File: src/dsb_pkg.sv
// dsb_pkg: shared constants, register map and helpers of the dsp subsystem map and boot control
package dsb_pkg;

    // ---------------------------------------------------------------
    // memory sizes in kilobytes
    // ---------------------------------------------------------------
    localparam logic [7:0] L1P_RAM_KB = 8'd32;
    localparam logic [7:0] L1D_RAM_KB = 8'd32;
    localparam logic [7:0] L2_RAM_KB = 8'd128;
    localparam logic [7:0] L1D_CACHE_MAX_KB = 8'd16;
    localparam logic [7:0] CACHE_STEP_KB = 8'd4;
    localparam logic [7:0] HOST_RAM_KB = 8'd32;
    localparam logic [7:0] HOST_ROM_KB = 8'd8;

    // ---------------------------------------------------------------
    // cache size encodings: 0 = none, n = 4 KB shifted left by n-1
    // ---------------------------------------------------------------
    localparam logic [2:0] L1P_ENC_MAX = 3'h4;
    localparam logic [2:0] L1D_ENC_MAX = 3'h3;
    localparam logic [2:0] L2_ENC_MAX = 3'h6;

    // ---------------------------------------------------------------
    // external address windows
    // ---------------------------------------------------------------
    localparam logic [31:0] DDR_BASE = 32'h8000_0000;
    localparam logic [31:0] DDR_LAST = 32'h8FFF_FFFF;
    localparam logic [31:0] ACS_BASE = 32'h4200_0000;
    localparam logic [31:0] ACS_LAST = 32'h49FF_FFFF;
    localparam int ACS_REGIONS = 4;
    localparam int ACS_SHIFT = 25;
    localparam logic [31:0] HOST_RAM_BASE = 32'h1000_0000;
    localparam logic [31:0] HOST_ROM_BASE = 32'h1001_0000;
    localparam logic [31:0] CTRL_BASE = 32'h2000_0000;
    localparam logic [31:0] CTRL_LAST = 32'h2000_FFFF;

    // ---------------------------------------------------------------
    // register offsets
    // ---------------------------------------------------------------
    localparam logic [7:0] OFS_CACHE_CFG = 8'h00;
    localparam logic [7:0] OFS_HOST2DSP = 8'h04;
    localparam logic [7:0] OFS_SS_CTRL = 8'h08;
    localparam logic [7:0] OFS_SS_STATUS = 8'h0C;
    localparam logic [7:0] OFS_IRQ_STATUS = 8'h10;
    localparam logic [7:0] OFS_IRQ_MASK = 8'h14;
    localparam logic [7:0] OFS_CACHE_KB = 8'h18;

    // ---------------------------------------------------------------
    // field positions
    // ---------------------------------------------------------------
    localparam int CFG_L1P_LSB = 0;
    localparam int CFG_L1D_LSB = 4;
    localparam int CFG_L2_LSB = 8;
    localparam int H2D_NMI_BIT = 4;
    localparam int CTL_CLK_EN = 0;
    localparam int CTL_RUN = 1;
    localparam int CTL_BOOT_GO = 2;
    localparam int CTL_PLL_BYPASS = 3;
    localparam int CTL_STATIC_PD = 4;
    localparam int CTL_CPU_SLEEP = 5;
    localparam int CTL_MEM_SLEEP = 6;
    localparam int CTL_WIDTH = 7;
    localparam int IRQ_DSP2HOST = 0;
    localparam int IRQ_POWERDOWN = 1;
    localparam int IRQ_ACC_DENIED = 2;
    localparam int IRQ_WIDTH = 3;

    // ---------------------------------------------------------------
    // reset values and timing
    // ---------------------------------------------------------------
    localparam logic [2:0] CACHE_ENC_RESET = 3'h0;
    localparam logic [CTL_WIDTH-1:0] CTL_RESET = 7'h00;
    localparam logic [IRQ_WIDTH-1:0] IRQ_RESET = 3'h0;
    localparam logic [1:0] SAMPLE_CYCLES = 2'h3;

    typedef enum logic [3:0] {
        ST_SAMPLE = 4'b0001,
        ST_HOLD = 4'b0010,
        ST_RUN = 4'b0100,
        ST_SLEEP = 4'b1000
    } dsb_state_t;

    // encoding accepted only up to the memory's own largest cache size
    function automatic logic enc_ok(input logic [2:0] enc, input logic [2:0] enc_max);
        enc_ok = (enc <= enc_max);
    endfunction

    function automatic logic [7:0] enc_to_kb(input logic [2:0] enc);
        logic [7:0] kb;
        kb = 8'h00;
        if (enc != 3'h0) begin
            kb = CACHE_STEP_KB << (enc - 3'h1);
        end
        enc_to_kb = kb;
    endfunction

    function automatic logic in_window(input logic [31:0] a, input logic [31:0] lo, input logic [31:0] hi);
        in_window = (a >= lo) && (a <= hi);
    endfunction

endpackage

File: src/dsb_sync.sv
// dsb_sync: two-stage synchroniser for one asynchronous pin
`timescale 1ns/1ns
module dsb_sync (
    // clock and reset
    input wire logic clk,
    input wire logic reset_n,
    // level in and out
    input wire logic din,
    output logic dout
);
    logic meta_q;
    logic sync_q;

    always_ff @(posedge clk or negedge reset_n) begin
        if (!reset_n) begin
            meta_q <= 1'b0;
            sync_q <= 1'b0;
        end else begin
            meta_q <= din;
            sync_q <= meta_q;
        end
    end

    assign dout = sync_q;
endmodule // dsb_sync

File: src/dsb_addr_decode.sv
// dsb_addr_decode: combinational window decode of signal-processor external accesses
`timescale 1ns/1ns
module dsb_addr_decode (
    // access
    input wire logic [31:0] addr,
    input wire logic is_prog,
    // window hits
    output logic ddr_hit,
    output logic [3:0] cs_hit,
    output logic host_ram_hit,
    output logic host_rom_hit,
    output logic denied
);
    import dsb_pkg::*;

    logic [31:0] ram_last;
    logic [31:0] rom_last;
    logic [31:0] cs_ofs;
    logic acs_win;
    logic ctrl_win;
    logic [1:0] cs_idx;

    assign ram_last = HOST_RAM_BASE + ({24'h00_0000, HOST_RAM_KB} << 10) - 32'h1;
    assign rom_last = HOST_ROM_BASE + ({24'h00_0000, HOST_ROM_KB} << 10) - 32'h1;
    assign cs_ofs = addr - ACS_BASE;
    assign cs_idx = cs_ofs[ACS_SHIFT+1:ACS_SHIFT];
    assign ddr_hit = in_window(addr, DDR_BASE, DDR_LAST);
    // chip selects serve data accesses only
    assign acs_win = in_window(addr, ACS_BASE, ACS_LAST) && !is_prog;
    assign cs_hit = acs_win ? (4'h1 << cs_idx) : 4'h0;
    assign host_ram_hit = in_window(addr, HOST_RAM_BASE, ram_last);
    assign host_rom_hit = in_window(addr, HOST_ROM_BASE, rom_last);
    // controller registers are host-only space
    assign ctrl_win = in_window(addr, CTRL_BASE, CTRL_LAST);
    assign denied = ctrl_win || !(ddr_hit || acs_win || host_ram_hit || host_rom_hit);
endmodule // dsb_addr_decode

File: src/dsb_top.sv
// dsb_top: map, interrupt, clock and boot control around the signal-processor subsystem
// Notes on behaviour
// - program RAM 32 KB, cache 0/4/8/16/32 KB
// - data RAM 32 KB, cache 0/4/8/16 KB
// - level-2 RAM 128 KB, cache up to 128
// - DDR window 8000_0000 to 8FFF_FFFF routed
// - four 32 MB chip-select windows, data only
// - controller registers reachable by host only
// - host RAM and ROM reachable by processor
// - host raises four interrupts plus NMI
// - processor raises one interrupt to host
// - boot pin latched at reset, 0=host
// - self-boot starts right after reset
// - host registers boot, clock, reset control
// - clock from PLL, or pin in bypass
// - static sleep for CPU, memories, clock off
// - software command enters static power-down one cycle after the write, from run state only
//
// The APB register port and the placing of the registers were left to the implementer.
`timescale 1ns/1ns
module dsb_top (
    // clock and reset
    input wire logic CLK,
    input wire logic RESET_N,
    // apb slave
    input wire logic PSEL,
    input wire logic PENABLE,
    input wire logic PWRITE,
    input wire logic [31:0] PADDR,
    input wire logic [31:0] PWDATA,
    output logic [31:0] PRDATA,
    output logic PREADY,
    output logic PSLVERR,
    output logic HOST_IRQ,
    // boot strap pin
    input wire logic BOOT_SELECT_PIN,
    // signal-processor access port
    input wire logic DSP_REQ,
    input wire logic DSP_IS_PROG,
    input wire logic [31:0] DSP_ADDR,
    input wire logic DSP_HOST_INT_REQ,
    output logic DDR_SEL,
    output logic [3:0] ASYNC_CHIP_SELECT,
    output logic HOST_RAM_SEL,
    output logic HOST_ROM_SEL,
    output logic DSP_ACC_DENIED,
    // interrupts toward the processor
    output logic [3:0] DSP_GEN_INT,
    output logic DSP_NMI,
    // cache partitioning
    output logic [2:0] L1P_CACHE_CFG,
    output logic [2:0] L1D_CACHE_CFG,
    output logic [2:0] L2_CACHE_CFG,
    // subsystem clock, reset, boot and sleep
    output logic DSP_CLK_EN,
    output logic CLK_SRC_BYPASS,
    output logic DSP_RESET_N,
    output logic DSP_BOOT_START,
    output logic BOOT_MODE_SELF,
    output logic CPU_SLEEP,
    output logic MEM_SLEEP
);
    import dsb_pkg::*;

    // ---------------------------------------------------------------
    // declarations
    // ---------------------------------------------------------------
    logic boot_pin_s;
    dsb_state_t state_q, state_d;
    logic [1:0] sample_cnt_q;
    logic boot_self_q;
    logic [2:0] l1p_q, l1d_q, l2_q;
    logic [CTL_WIDTH-1:0] ctl_q, ctl_d;
    logic [IRQ_WIDTH-1:0] irq_stat_q, irq_stat_d, irq_mask_q;
    logic [4:0] h2d_q;
    logic pready_q, pslverr_q, irq_q;
    logic [31:0] prdata_q;
    logic ddr_q, ram_q, rom_q, denied_q;
    logic [3:0] cs_q;
    logic dsp_rst_n_q, boot_start_q, clk_en_q, cpu_slp_q, mem_slp_q;
    logic ddr_hit, ram_hit, rom_hit, acc_denied;
    logic [3:0] cs_hit;
    logic access, wr_en, rd_phase;
    logic [7:0] ofs;
    logic sel_cfg, sel_h2d, sel_ctl, sel_sts, sel_ist, sel_imk, sel_ckb;
    logic mapped;
    logic [31:0] rd_mux;
    logic [2:0] wr_l1p, wr_l1d, wr_l2;
    logic sample_done, enter_run, pd_event, denied_event;

    // ---------------------------------------------------------------
    // boot pin synchroniser
    // ---------------------------------------------------------------
    dsb_sync u_boot_sync (
        .clk(CLK),
        .reset_n(RESET_N),
        .din(BOOT_SELECT_PIN),
        .dout(boot_pin_s)
    );

    // ---------------------------------------------------------------
    // window decode of processor accesses
    // ---------------------------------------------------------------
    dsb_addr_decode u_decode (
        .addr(DSP_ADDR),
        .is_prog(DSP_IS_PROG),
        .ddr_hit(ddr_hit),
        .cs_hit(cs_hit),
        .host_ram_hit(ram_hit),
        .host_rom_hit(rom_hit),
        .denied(acc_denied)
    );

    // ---------------------------------------------------------------
    // apb decode
    // ---------------------------------------------------------------
    // one wait state: pready comes from a flop, so access cycle 2 completes
    assign access = PSEL && PENABLE;
    assign rd_phase = access && !pready_q;
    assign wr_en = access && pready_q && PWRITE && mapped;
    assign ofs = PADDR[7:0];
    assign sel_cfg = (ofs == OFS_CACHE_CFG);
    assign sel_h2d = (ofs == OFS_HOST2DSP);
    assign sel_ctl = (ofs == OFS_SS_CTRL);
    assign sel_sts = (ofs == OFS_SS_STATUS);
    assign sel_ist = (ofs == OFS_IRQ_STATUS);
    assign sel_imk = (ofs == OFS_IRQ_MASK);
    assign sel_ckb = (ofs == OFS_CACHE_KB);
    assign mapped = (PADDR[31:8] == 24'h00_0000) &&
                    (sel_cfg || sel_h2d || sel_ctl || sel_sts || sel_ist || sel_imk || sel_ckb);

    assign rd_mux = sel_cfg ? {21'h00_0000, l2_q, 1'b0, l1d_q, 1'b0, l1p_q} :
                    sel_ctl ? {25'h000_0000, ctl_q} :
                    sel_sts ? {24'h00_0000, state_q, 1'b0, dsp_rst_n_q, ctl_q[CTL_CLK_EN], boot_self_q} :
                    sel_ist ? {29'h0000_0000, irq_stat_q} :
                    sel_imk ? {29'h0000_0000, irq_mask_q} :
                    sel_ckb ? {8'h00, enc_to_kb(l2_q), enc_to_kb(l1d_q), enc_to_kb(l1p_q)} :
                    32'h0000_0000;

    always_ff @(posedge CLK or negedge RESET_N) begin
        if (!RESET_N) begin
            pready_q <= 1'b0;
            pslverr_q <= 1'b0;
            prdata_q <= 32'h0000_0000;
        end else begin
            pready_q <= rd_phase;
            pslverr_q <= rd_phase && !mapped;
            prdata_q <= (rd_phase && !PWRITE) ? rd_mux : 32'h0000_0000;
        end
    end

    // ---------------------------------------------------------------
    // cache partitioning
    // ---------------------------------------------------------------
    assign wr_l1p = PWDATA[CFG_L1P_LSB+:3];
    assign wr_l1d = PWDATA[CFG_L1D_LSB+:3];
    assign wr_l2 = PWDATA[CFG_L2_LSB+:3];

    // each field checked on its own, so one bad field spoils only itself
    always_ff @(posedge CLK or negedge RESET_N) begin
        if (!RESET_N) begin
            l1p_q <= CACHE_ENC_RESET;
            l1d_q <= CACHE_ENC_RESET;
            l2_q <= CACHE_ENC_RESET;
        end else if (wr_en && sel_cfg) begin
            if (enc_ok(wr_l1p, L1P_ENC_MAX)) begin
                l1p_q <= wr_l1p;
            end
            if (enc_ok(wr_l1d, L1D_ENC_MAX)) begin
                l1d_q <= wr_l1d;
            end
            if (enc_ok(wr_l2, L2_ENC_MAX)) begin
                l2_q <= wr_l2;
            end
        end
    end

    // ---------------------------------------------------------------
    // boot sampling and subsystem state
    // ---------------------------------------------------------------
    // the strap is taken a few cycles after release, once the synchroniser has settled
    assign sample_done = (state_q == ST_SAMPLE) && (sample_cnt_q == SAMPLE_CYCLES);

    always_ff @(posedge CLK or negedge RESET_N) begin
        if (!RESET_N) begin
            sample_cnt_q <= 2'h0;
            boot_self_q <= 1'b0;
        end else if (state_q == ST_SAMPLE) begin
            sample_cnt_q <= sample_cnt_q + 2'h1;
            if (sample_done) begin
                boot_self_q <= boot_pin_s;
            end
        end
    end

    always_comb begin
        ctl_d = ctl_q;
        if (wr_en && sel_ctl) begin
            ctl_d = PWDATA[CTL_WIDTH-1:0];
        end
        ctl_d[CTL_BOOT_GO] = wr_en && sel_ctl && PWDATA[CTL_BOOT_GO];
        if (sample_done && boot_pin_s) begin
            // self-boot: hardware grants clock and reset release on its own
            ctl_d[CTL_CLK_EN] = 1'b1;
            ctl_d[CTL_RUN] = 1'b1;
        end
    end

    always_comb begin
        state_d = state_q;
        case (state_q)
            ST_SAMPLE: begin
                if (sample_done) begin
                    state_d = boot_pin_s ? ST_RUN : ST_HOLD;
                end
            end
            ST_HOLD: begin
                if (ctl_q[CTL_RUN]) begin
                    state_d = ST_RUN;
                end
            end
            ST_RUN: begin
                if (!ctl_q[CTL_RUN]) begin
                    state_d = ST_HOLD;
                end else if (ctl_q[CTL_STATIC_PD]) begin
                    state_d = ST_SLEEP;
                end
            end
            ST_SLEEP: begin
                if (!ctl_q[CTL_RUN]) begin
                    state_d = ST_HOLD;
                end else if (!ctl_q[CTL_STATIC_PD]) begin
                    state_d = ST_RUN;
                end
            end
            default: begin
                state_d = ST_SAMPLE;
            end
        endcase
    end

    assign enter_run = (state_d == ST_RUN) && ((state_q == ST_SAMPLE) || (state_q == ST_HOLD));
    assign pd_event = (state_d == ST_SLEEP) && (state_q != ST_SLEEP);

    always_ff @(posedge CLK or negedge RESET_N) begin
        if (!RESET_N) begin
            state_q <= ST_SAMPLE;
            ctl_q <= CTL_RESET;
            dsp_rst_n_q <= 1'b0;
            boot_start_q <= 1'b0;
            clk_en_q <= 1'b0;
            cpu_slp_q <= 1'b0;
            mem_slp_q <= 1'b0;
        end else begin
            state_q <= state_d;
            ctl_q <= ctl_d;
            dsp_rst_n_q <= (state_d == ST_RUN) || (state_d == ST_SLEEP);
            boot_start_q <= enter_run || ctl_d[CTL_BOOT_GO];
            // static power-down stops the clock as well as the enable bit does
            clk_en_q <= ctl_d[CTL_CLK_EN] && (state_d != ST_SLEEP);
            cpu_slp_q <= ctl_d[CTL_CPU_SLEEP] || (state_d == ST_SLEEP);
            mem_slp_q <= ctl_d[CTL_MEM_SLEEP] || (state_d == ST_SLEEP);
        end
    end

    // ---------------------------------------------------------------
    // processor access routing
    // ---------------------------------------------------------------
    assign denied_event = DSP_REQ && acc_denied;

    always_ff @(posedge CLK or negedge RESET_N) begin
        if (!RESET_N) begin
            ddr_q <= 1'b0;
            cs_q <= 4'h0;
            ram_q <= 1'b0;
            rom_q <= 1'b0;
            denied_q <= 1'b0;
        end else begin
            ddr_q <= DSP_REQ && ddr_hit;
            cs_q <= DSP_REQ ? cs_hit : 4'h0;
            ram_q <= DSP_REQ && ram_hit;
            rom_q <= DSP_REQ && rom_hit;
            denied_q <= denied_event;
        end
    end

    // ---------------------------------------------------------------
    // interrupts toward host and processor
    // ---------------------------------------------------------------
    // a new event in the clearing cycle survives the write-one-to-clear
    always_comb begin
        irq_stat_d = (wr_en && sel_ist) ? (irq_stat_q & ~PWDATA[IRQ_WIDTH-1:0]) : irq_stat_q;
        irq_stat_d[IRQ_DSP2HOST] = irq_stat_d[IRQ_DSP2HOST] || DSP_HOST_INT_REQ;
        irq_stat_d[IRQ_POWERDOWN] = irq_stat_d[IRQ_POWERDOWN] || pd_event;
        irq_stat_d[IRQ_ACC_DENIED] = irq_stat_d[IRQ_ACC_DENIED] || denied_event;
    end

    always_ff @(posedge CLK or negedge RESET_N) begin
        if (!RESET_N) begin
            irq_stat_q <= IRQ_RESET;
            irq_mask_q <= IRQ_RESET;
            irq_q <= 1'b0;
            h2d_q <= 5'h00;
        end else begin
            irq_stat_q <= irq_stat_d;
            h2d_q <= (wr_en && sel_h2d) ? PWDATA[H2D_NMI_BIT:0] : 5'h00;
            if (wr_en && sel_imk) begin
                irq_mask_q <= PWDATA[IRQ_WIDTH-1:0];
            end
            irq_q <= |(irq_stat_d & irq_mask_q);
        end
    end

    // ---------------------------------------------------------------
    // outputs
    // ---------------------------------------------------------------
    assign PRDATA = prdata_q;
    assign PREADY = pready_q;
    assign PSLVERR = pslverr_q;
    assign HOST_IRQ = irq_q;
    assign DDR_SEL = ddr_q;
    assign ASYNC_CHIP_SELECT = cs_q;
    assign HOST_RAM_SEL = ram_q;
    assign HOST_ROM_SEL = rom_q;
    assign DSP_ACC_DENIED = denied_q;
    assign DSP_GEN_INT = h2d_q[3:0];
    assign DSP_NMI = h2d_q[H2D_NMI_BIT];
    assign L1P_CACHE_CFG = l1p_q;
    assign L1D_CACHE_CFG = l1d_q;
    assign L2_CACHE_CFG = l2_q;
    assign DSP_CLK_EN = clk_en_q;
    assign CLK_SRC_BYPASS = ctl_q[CTL_PLL_BYPASS];
    assign DSP_RESET_N = dsp_rst_n_q;
    assign DSP_BOOT_START = boot_start_q;
    assign BOOT_MODE_SELF = boot_self_q;
    assign CPU_SLEEP = cpu_slp_q;
    assign MEM_SLEEP = mem_slp_q;
endmodule // dsb_top

File: config.mk
export PLATFORM = sky130hd
export DESIGN_NAME = dsb_top
export DESIGN_NICKNAME = d
export VERILOG_FILES = /design/src/dsb_pkg.sv /design/src/dsb_sync.sv /design/src/dsb_addr_decode.sv /design/src/dsb_top.sv
export SDC_FILE = /design/constraint.sdc
export NUM_CORES = 1
export LEC_CHECK = 0
export ABC_CLOCK_PERIOD_IN_PS = 2250
export BUFFER_PORTS_ARGS = -buffer_cell sky130_fd_sc_hd__clkbuf_2
export CORE_ASPECT_RATIO = 1.1
export CORE_MARGIN = 5
export CORE_UTILIZATION = 47
export CTS_CLUSTER_SIZE = 12
export DETAILED_ROUTE_END_ITERATION = 8
export PLACE_DENSITY = 0.88
export SETUP_SLACK_MARGIN = 0.1
export SLEW_MARGIN = 25
export SYNTH_ARGS = -nofsm -noshare
export SYNTH_HDL_FRONTEND = slang
export SYNTH_HIERARCHICAL = 1
export SYNTH_SLANG_ARGS = --single-unit
File: constraint.sdc
create_clock -name CLK -period 2.25 [get_ports CLK]
set_input_delay 0.225 -clock CLK [delete_from_list [all_inputs] [get_ports CLK]]
set_output_delay 0.225 -clock CLK [all_outputs]
set_load 0.02 [all_outputs]
* Word-level counts from Yosys, hierarchy flattened
Index checks and enable logic that the tools add are counted.
** Storage, ports and cells
- Bits of input ports :: 105
- Output and inout port bits :: 64
- Bits in registers :: 76
** Operators by class
- Add/sub/neg operators :: 5
- Bitwise gates (word level) :: 3
- Equal/unequal tests :: 15
- Shift-type cells :: 4
- Reduce and logical (&&, ||, !) cells :: 63
- Muxes and demuxes :: 24
- Magnitude comparators :: 13
** Operators by type and width (count)
- two-way mux 24 bit :: 7
- >= comparator 32 x 29 -> 1 bit (second input constant) :: 2
- less-or-equal comparator 32 x 29 -> 1 bit (second input constant) :: 2
- >= comparator 32 x 30 -> 1 bit (second input constant) :: 1
- >= comparator 32 x 31 -> 1 bit (second input constant) :: 1
- >= comparator 32 bit (second input constant) :: 1
- less-or-equal comparator 32 x 30 -> 1 bit (second input constant) :: 1
- less-or-equal comparator 32 x 31 -> 1 bit (second input constant) :: 1
- less-or-equal comparator 32 bit (second input constant) :: 1
- two-way mux 4 bit :: 8
- logical AND 1 bit :: 29
- subtractor 27 x 26 -> 27 bit (second input constant) :: 1
- equality test 8 x 5 -> 1 bit (second input constant) :: 3
- logical NOT 24 bit :: 1
- two-way mux 8 bit :: 3
- << shifter 3 x 3 -> 8 bit (first input constant) :: 3
- logical OR 1 bit :: 18
- equality test 8 x 4 -> 1 bit (second input constant) :: 2
- one-hot mux 4 bit (4 select lines) :: 1
- nonzero test 3 bit :: 3
- subtractor 3 x 1 -> 3 bit (second input constant) :: 3
- equality test 4 x 3 -> 1 bit (second input constant) :: 2
- equality test 4 bit (second input constant) :: 2
- equality test 8 x 3 -> 1 bit (second input constant) :: 1
- 19 further kinds :: 30

* Longest topological paths before layout
- Depth in word-level cells :: 14
- Gate-level depth with buffers :: 8

* Cells and area by module
The synthesis kept the hierarchy.
** Modules (own cells, without submodules)
- dsb_top :: times used 1, cells an instance 317, area each 3362.0 um2
- dsb_addr_decode :: times used 1, cells an instance 21, area each 147.6 um2
- dsb_sync :: times used 1, cells an instance 2, area each 50.0 um2

* Least setup slack after synthesis
Ideal clock, no wire load.
- Kind :: in2reg
- From :: input PADDR[5]
- To :: register irq_mask_q[0]
- Slack :: 0.062 ns
- Buffers on the path :: 1
- Stages :: 6
- Arrival time :: 2.063 ns
- Required time :: 2.125 ns
- Cell sequence :: nor4_4 o211ai_2 or3_1 buf_2 or4_4 mux2_4
** On the way
- Cells in the longest elaborated chain, start to end :: 10
- Elaborated cells on any way between the ends :: 16
- Classes of those cells :: eq/ne (6); reduce/logical (10)
** RTL lines
- start, declared :: RTL line dsb_top.sv:29 : input wire logic [31:0] PADDR,
- equality test 8 x 3 -> 1 bit or logical NOT 8 bit (tied branches) :: RTL line dsb_top.sv:123, dsb_top.sv:122
- logical OR 1 bit (6 in a row) :: RTL line dsb_top.sv:130 : (sel_cfg || sel_h2d || sel_ctl || sel_sts || sel_ist || sel_imk || sel_ckb);
- logical AND 1 bit :: RTL line dsb_top.sv:129 : assign mapped = (PADDR[31:8] == 24'h00_0000) &&
- logical AND 1 bit :: RTL line dsb_top.sv:120 : assign wr_en = access && pready_q && PWRITE && mapped;
- logical AND 1 bit * :: RTL line dsb_top.sv:307 : if (wr_en && sel_imk) begin
- end signal, assigned :: RTL line dsb_top.sv:308 : irq_mask_q <= PWDATA[IRQ_WIDTH-1:0];
- end, declared :: RTL line dsb_top.sv:74 : logic [IRQ_WIDTH-1:0] irq_stat_q, irq_stat_d, irq_mask_q;
Mark *: on every way between the ends. The rest lies on a longest branch, timed or not.
A chain may end at the register's enable or synchronous reset.

* Worst setup path in the final report
- From :: register pready_q, in the netlist PREADY
- To :: register l1d_q[1], in the netlist L1D_CACHE_CFG[1]
** On the way
- Cells in the longest elaborated chain, start to end :: 5
** RTL lines
- start, declared :: RTL line dsb_top.sv:76 : logic pready_q, pslverr_q, irq_q;
- start signal, assigned :: RTL line dsb_top.sv:146 : pready_q <= rd_phase;
- logical AND 1 bit (3 in a row) :: RTL line dsb_top.sv:120
- logical AND 1 bit :: RTL line dsb_top.sv:165 : end else if (wr_en && sel_cfg) begin
- AND reduction 2 bit (no source line)
- end signal, assigned :: RTL line dsb_top.sv:170 : l1d_q <= wr_l1d;
- end, declared :: RTL line dsb_top.sv:72 : logic [2:0] l1p_q, l1d_q, l2_q;
Every way passes these cells.

==> run_results.csv <==
group,metric,value,unit
outcome,outcome,"complete, no violations",
global_route,grt_start_max_net_pins,75,
global_route,gr-total-overflow,0,
floorplan,dieArea,0.009416,mm²
detailed_routing,drc,0,
clocking,htree_levels,3,
floorplan,pin_count,169,
sta,drv_slew,0,
sta,setup_tns,0,ps
layout,seqCellArea,0.001853,mm²
detailed_routing,avgViaCountPerCell,5.617,
placement,port_buffers,123,
power,power,3.146,mW
detailed_routing,detail_route.iter0.violations,173,
yosys,synth.cell_area,0.003560,mm²
yosys,synthArstFlopShare,100.0,%
layout,nets,584,
floorplan,initial_utilization,47.90,%
layout,stdcell_area,0.004566,mm²
sta,fmax,0.4990,GHz
power,power_density,689.1,mW/mm²
critical_path,worst_setup_path_end_kind,"flip-flop",
placement,post_dp_cell_area,0.004318,mm²
yosys,ys_top_cells_by_area,"dfrtp_1, a21oi_1, and2_1",
clocking,postCtsSetupBuffers,0,
power,p_leak,2.326,nW
power,internal-power,2.285,mW
critical_path,crit_type,"flip-flop to flip-flop",
critical_path,r2r-start,"PREADY",
placement,gp_congestion,0.8777,
layout,fillCellCount,618,
sta,rsz0062_at_grt,"no",
min_path,worstHoldPathCells,2,
critical_path,reg2reg_depth,5,
clocking,cts.sinks,74,
global_route,track_usage,20.96,%
power,pwr-share-clk,37.1,%
floorplan,fp.dieH,101.3,µm
yosys,yosysMostFrequentCell,"dfrtp_1",
critical_path,timing.rr.end,"L1D_CACHE_CFG[1]",
yosys,synth_flop_cell,"dfrtp_1",
layout,n_antenna_cell,0,
yosys,yosys.area.top_type,"dfrtp_1",
job,drv_cap,0,
global_route,grt_pass1_wl,15.45,mm
yosys,synth_commonest_cells,"dfrtp_1, a21oi_1, nand2_1",
yosys,avgSynthCellArea,10.47,µm²
layout,fin_util,61.43,%
yosys,synth-edff-count,0,
min_path,worstHoldEndpoint,"irq_stat_q[0]",
clocking,tritoncts,"yes",
floorplan,design.core.area,0.007432,mm²
min_path,min_from,"DSP_HOST_INT_REQ",
clocking,cts_root_buf,"clkbuf_8",
detailed_routing,wl_per_cell,16.54,µm
critical_path,worstPathArrival,2250,ps
placement,place_hpwl,7.097,mm
yosys,synth_top_area_share,51.32,%
critical_path,crit_required,2500,ps
detailed_routing,wirelength,9.376,mm
sta,min_period_over_period,89.07,%
floorplan,fp-row-count,33,
clocking,clkTransAtPathRegs,80,ps
layout,multi_input_area,0.001544,mm²
power,p_comb_share,15.7,%
clocking,worstSkewPairLatency,360,ps
floorplan,die_width,92.98,µm
yosys,syn_inst,340,
global_route,antenna_found_initial,1,
detailed_routing,first_pass_iters,4,
sta,clock_skew,11.27,ps
power,swShare,27.38,%
global_route,grt_pass1_vias,3227,
layout,drive_gt1_share,36.25,%
sta,fin_crit,2004,ps
critical_path,start_kind,"flip-flop",
yosys,synthDistinctLibCells,59,
sta,hold_viol,0,
critical_path,worstPathMaxFanout,7,
sta,holdWs,92.26,ps
clocking,cts_buffer_depth,2,
power,p_switching,861.4,µW
min_path,min_path_type,"input pin to flip-flop",
yosys,ys_warn_count,6,
yosys,ys_ff_latch,74,
power,ir_worst_vdd,512.5,µV
detailed_routing,postRouteAntennaNets,0,
critical_path,r2r_slack,250,ps
yosys,seq_area_frac_synth,52.06,%
detailed_routing,vias,3185,
clocking,numCtsBuffers,9,
sta,finalSetupViolCount,0,
layout,syn_to_final_growth,28.26,%
power,seqPwrFrac,47.1,%
final cells by class:
class	count	area share, %
clock inverter	6	1.973
timing repair buffer	142	16.99
tap	87	2.384
sequential	74	40.59
multi-input combinational	233	33.82
inverter	15	1.233
clock buffer	10	3.015
through the flow:
step | instances | worst slack, ps
5_1_grt | 567 | 133.9
6_report | 567 | 245.9
3_5_place_dp | 549 | 49.90
2_1_floorplan | 349 | 80.26
3_3_place_gp | 549 | 93.90
4_1_cts | 567 | 261.3
kinds of logic after synthesis:
logic type               count (synthesis)  share of synthesized area [%]
other                                    1                         0.1053
XOR/XNOR                                 3                         0.7383
AO/OA/AOI/OAI                           57                          10.76
buffers and inverters                   42                          5.518
adder cells (fa/ha/maj)                  4                          1.406
flip-flops                              74                          52.06
multiplexers                            15                          4.745
AND/OR/NAND/NOR                        144                          24.68
state kept, by name, summed over array words and instances, names as in the netlist, 2 cells and up:
register / cells
L1P_CACHE_CFG: 3
state_q: 4
ASYNC_CHIP_SELECT: 4
L2_CACHE_CFG: 3
irq_mask_q: 3
PRDATA: 22
L1D_CACHE_CFG: 3
ctl_q: 7
h2d_q: 5
sample_cnt_q: 2
irq_stat_q: 3
layer usage:
layer	vias up	track usage (%)	share of wire, %
li1	1488	-	-
met1	1528	25.00	39
met2	136	35.24	50
met3	31	5.721	7.7
met4	2	10.03	3.2
met5	-	0	0.075
how the worst max path moves through the flow:
| stage | from | endpoint | slack (ps) |
|---|---|---|---|
| final | PREADY | L1D_CACHE_CFG[1] | 250 |
| after global routing | PREADY | L1D_CACHE_CFG[1] | 130 |
| after CTS | PREADY | L1D_CACHE_CFG[1] | 260 |
| after detailed placement | PADDR[8] | L1D_CACHE_CFG[1] | 50 |
| after global placement | PADDR[8] | L1D_CACHE_CFG[0] | 90 |
| after floorplan | PADDR[6] | irq_mask_q[0] | 80 |
timing repair:
| action | CTS | global route |
|---|---|---|
| hold buffers | 2 | 0 |
| hold endpoints to repair | 74 | 0 |
| gates resized for setup | 0 | 0 |
worst max-delay path: stages (launching register included):
cell and delay (ps):
dfrtp_1 420, and4_1 370, nand3_1 130, nor4_2 330, nor2b_1 300, mux2_2 360
power by group through the flow:
stage	clock network, mW	logic [mW]	registers (mW)
finish	1.17	0.495	1.48
CTS	1.18	0.500	1.48
global route	1.26	0.556	1.50
detailed placement	0	0.490	1.51
floorplan	0	0.313	1.48
global placement	0	0.476	1.50
placed cells by master, fill, tap and decap left out, types with 14 or more instances in the layout:
cell type	count
a21oi_1	24
nor3_1	17
nand3_1	14
and2_1	14
clkbuf_2	122
nor2_1	17
buf_4	16
inv_1	15
dfrtp_1	73
nand2_1	21
Power figures use the tool's default switching activity.
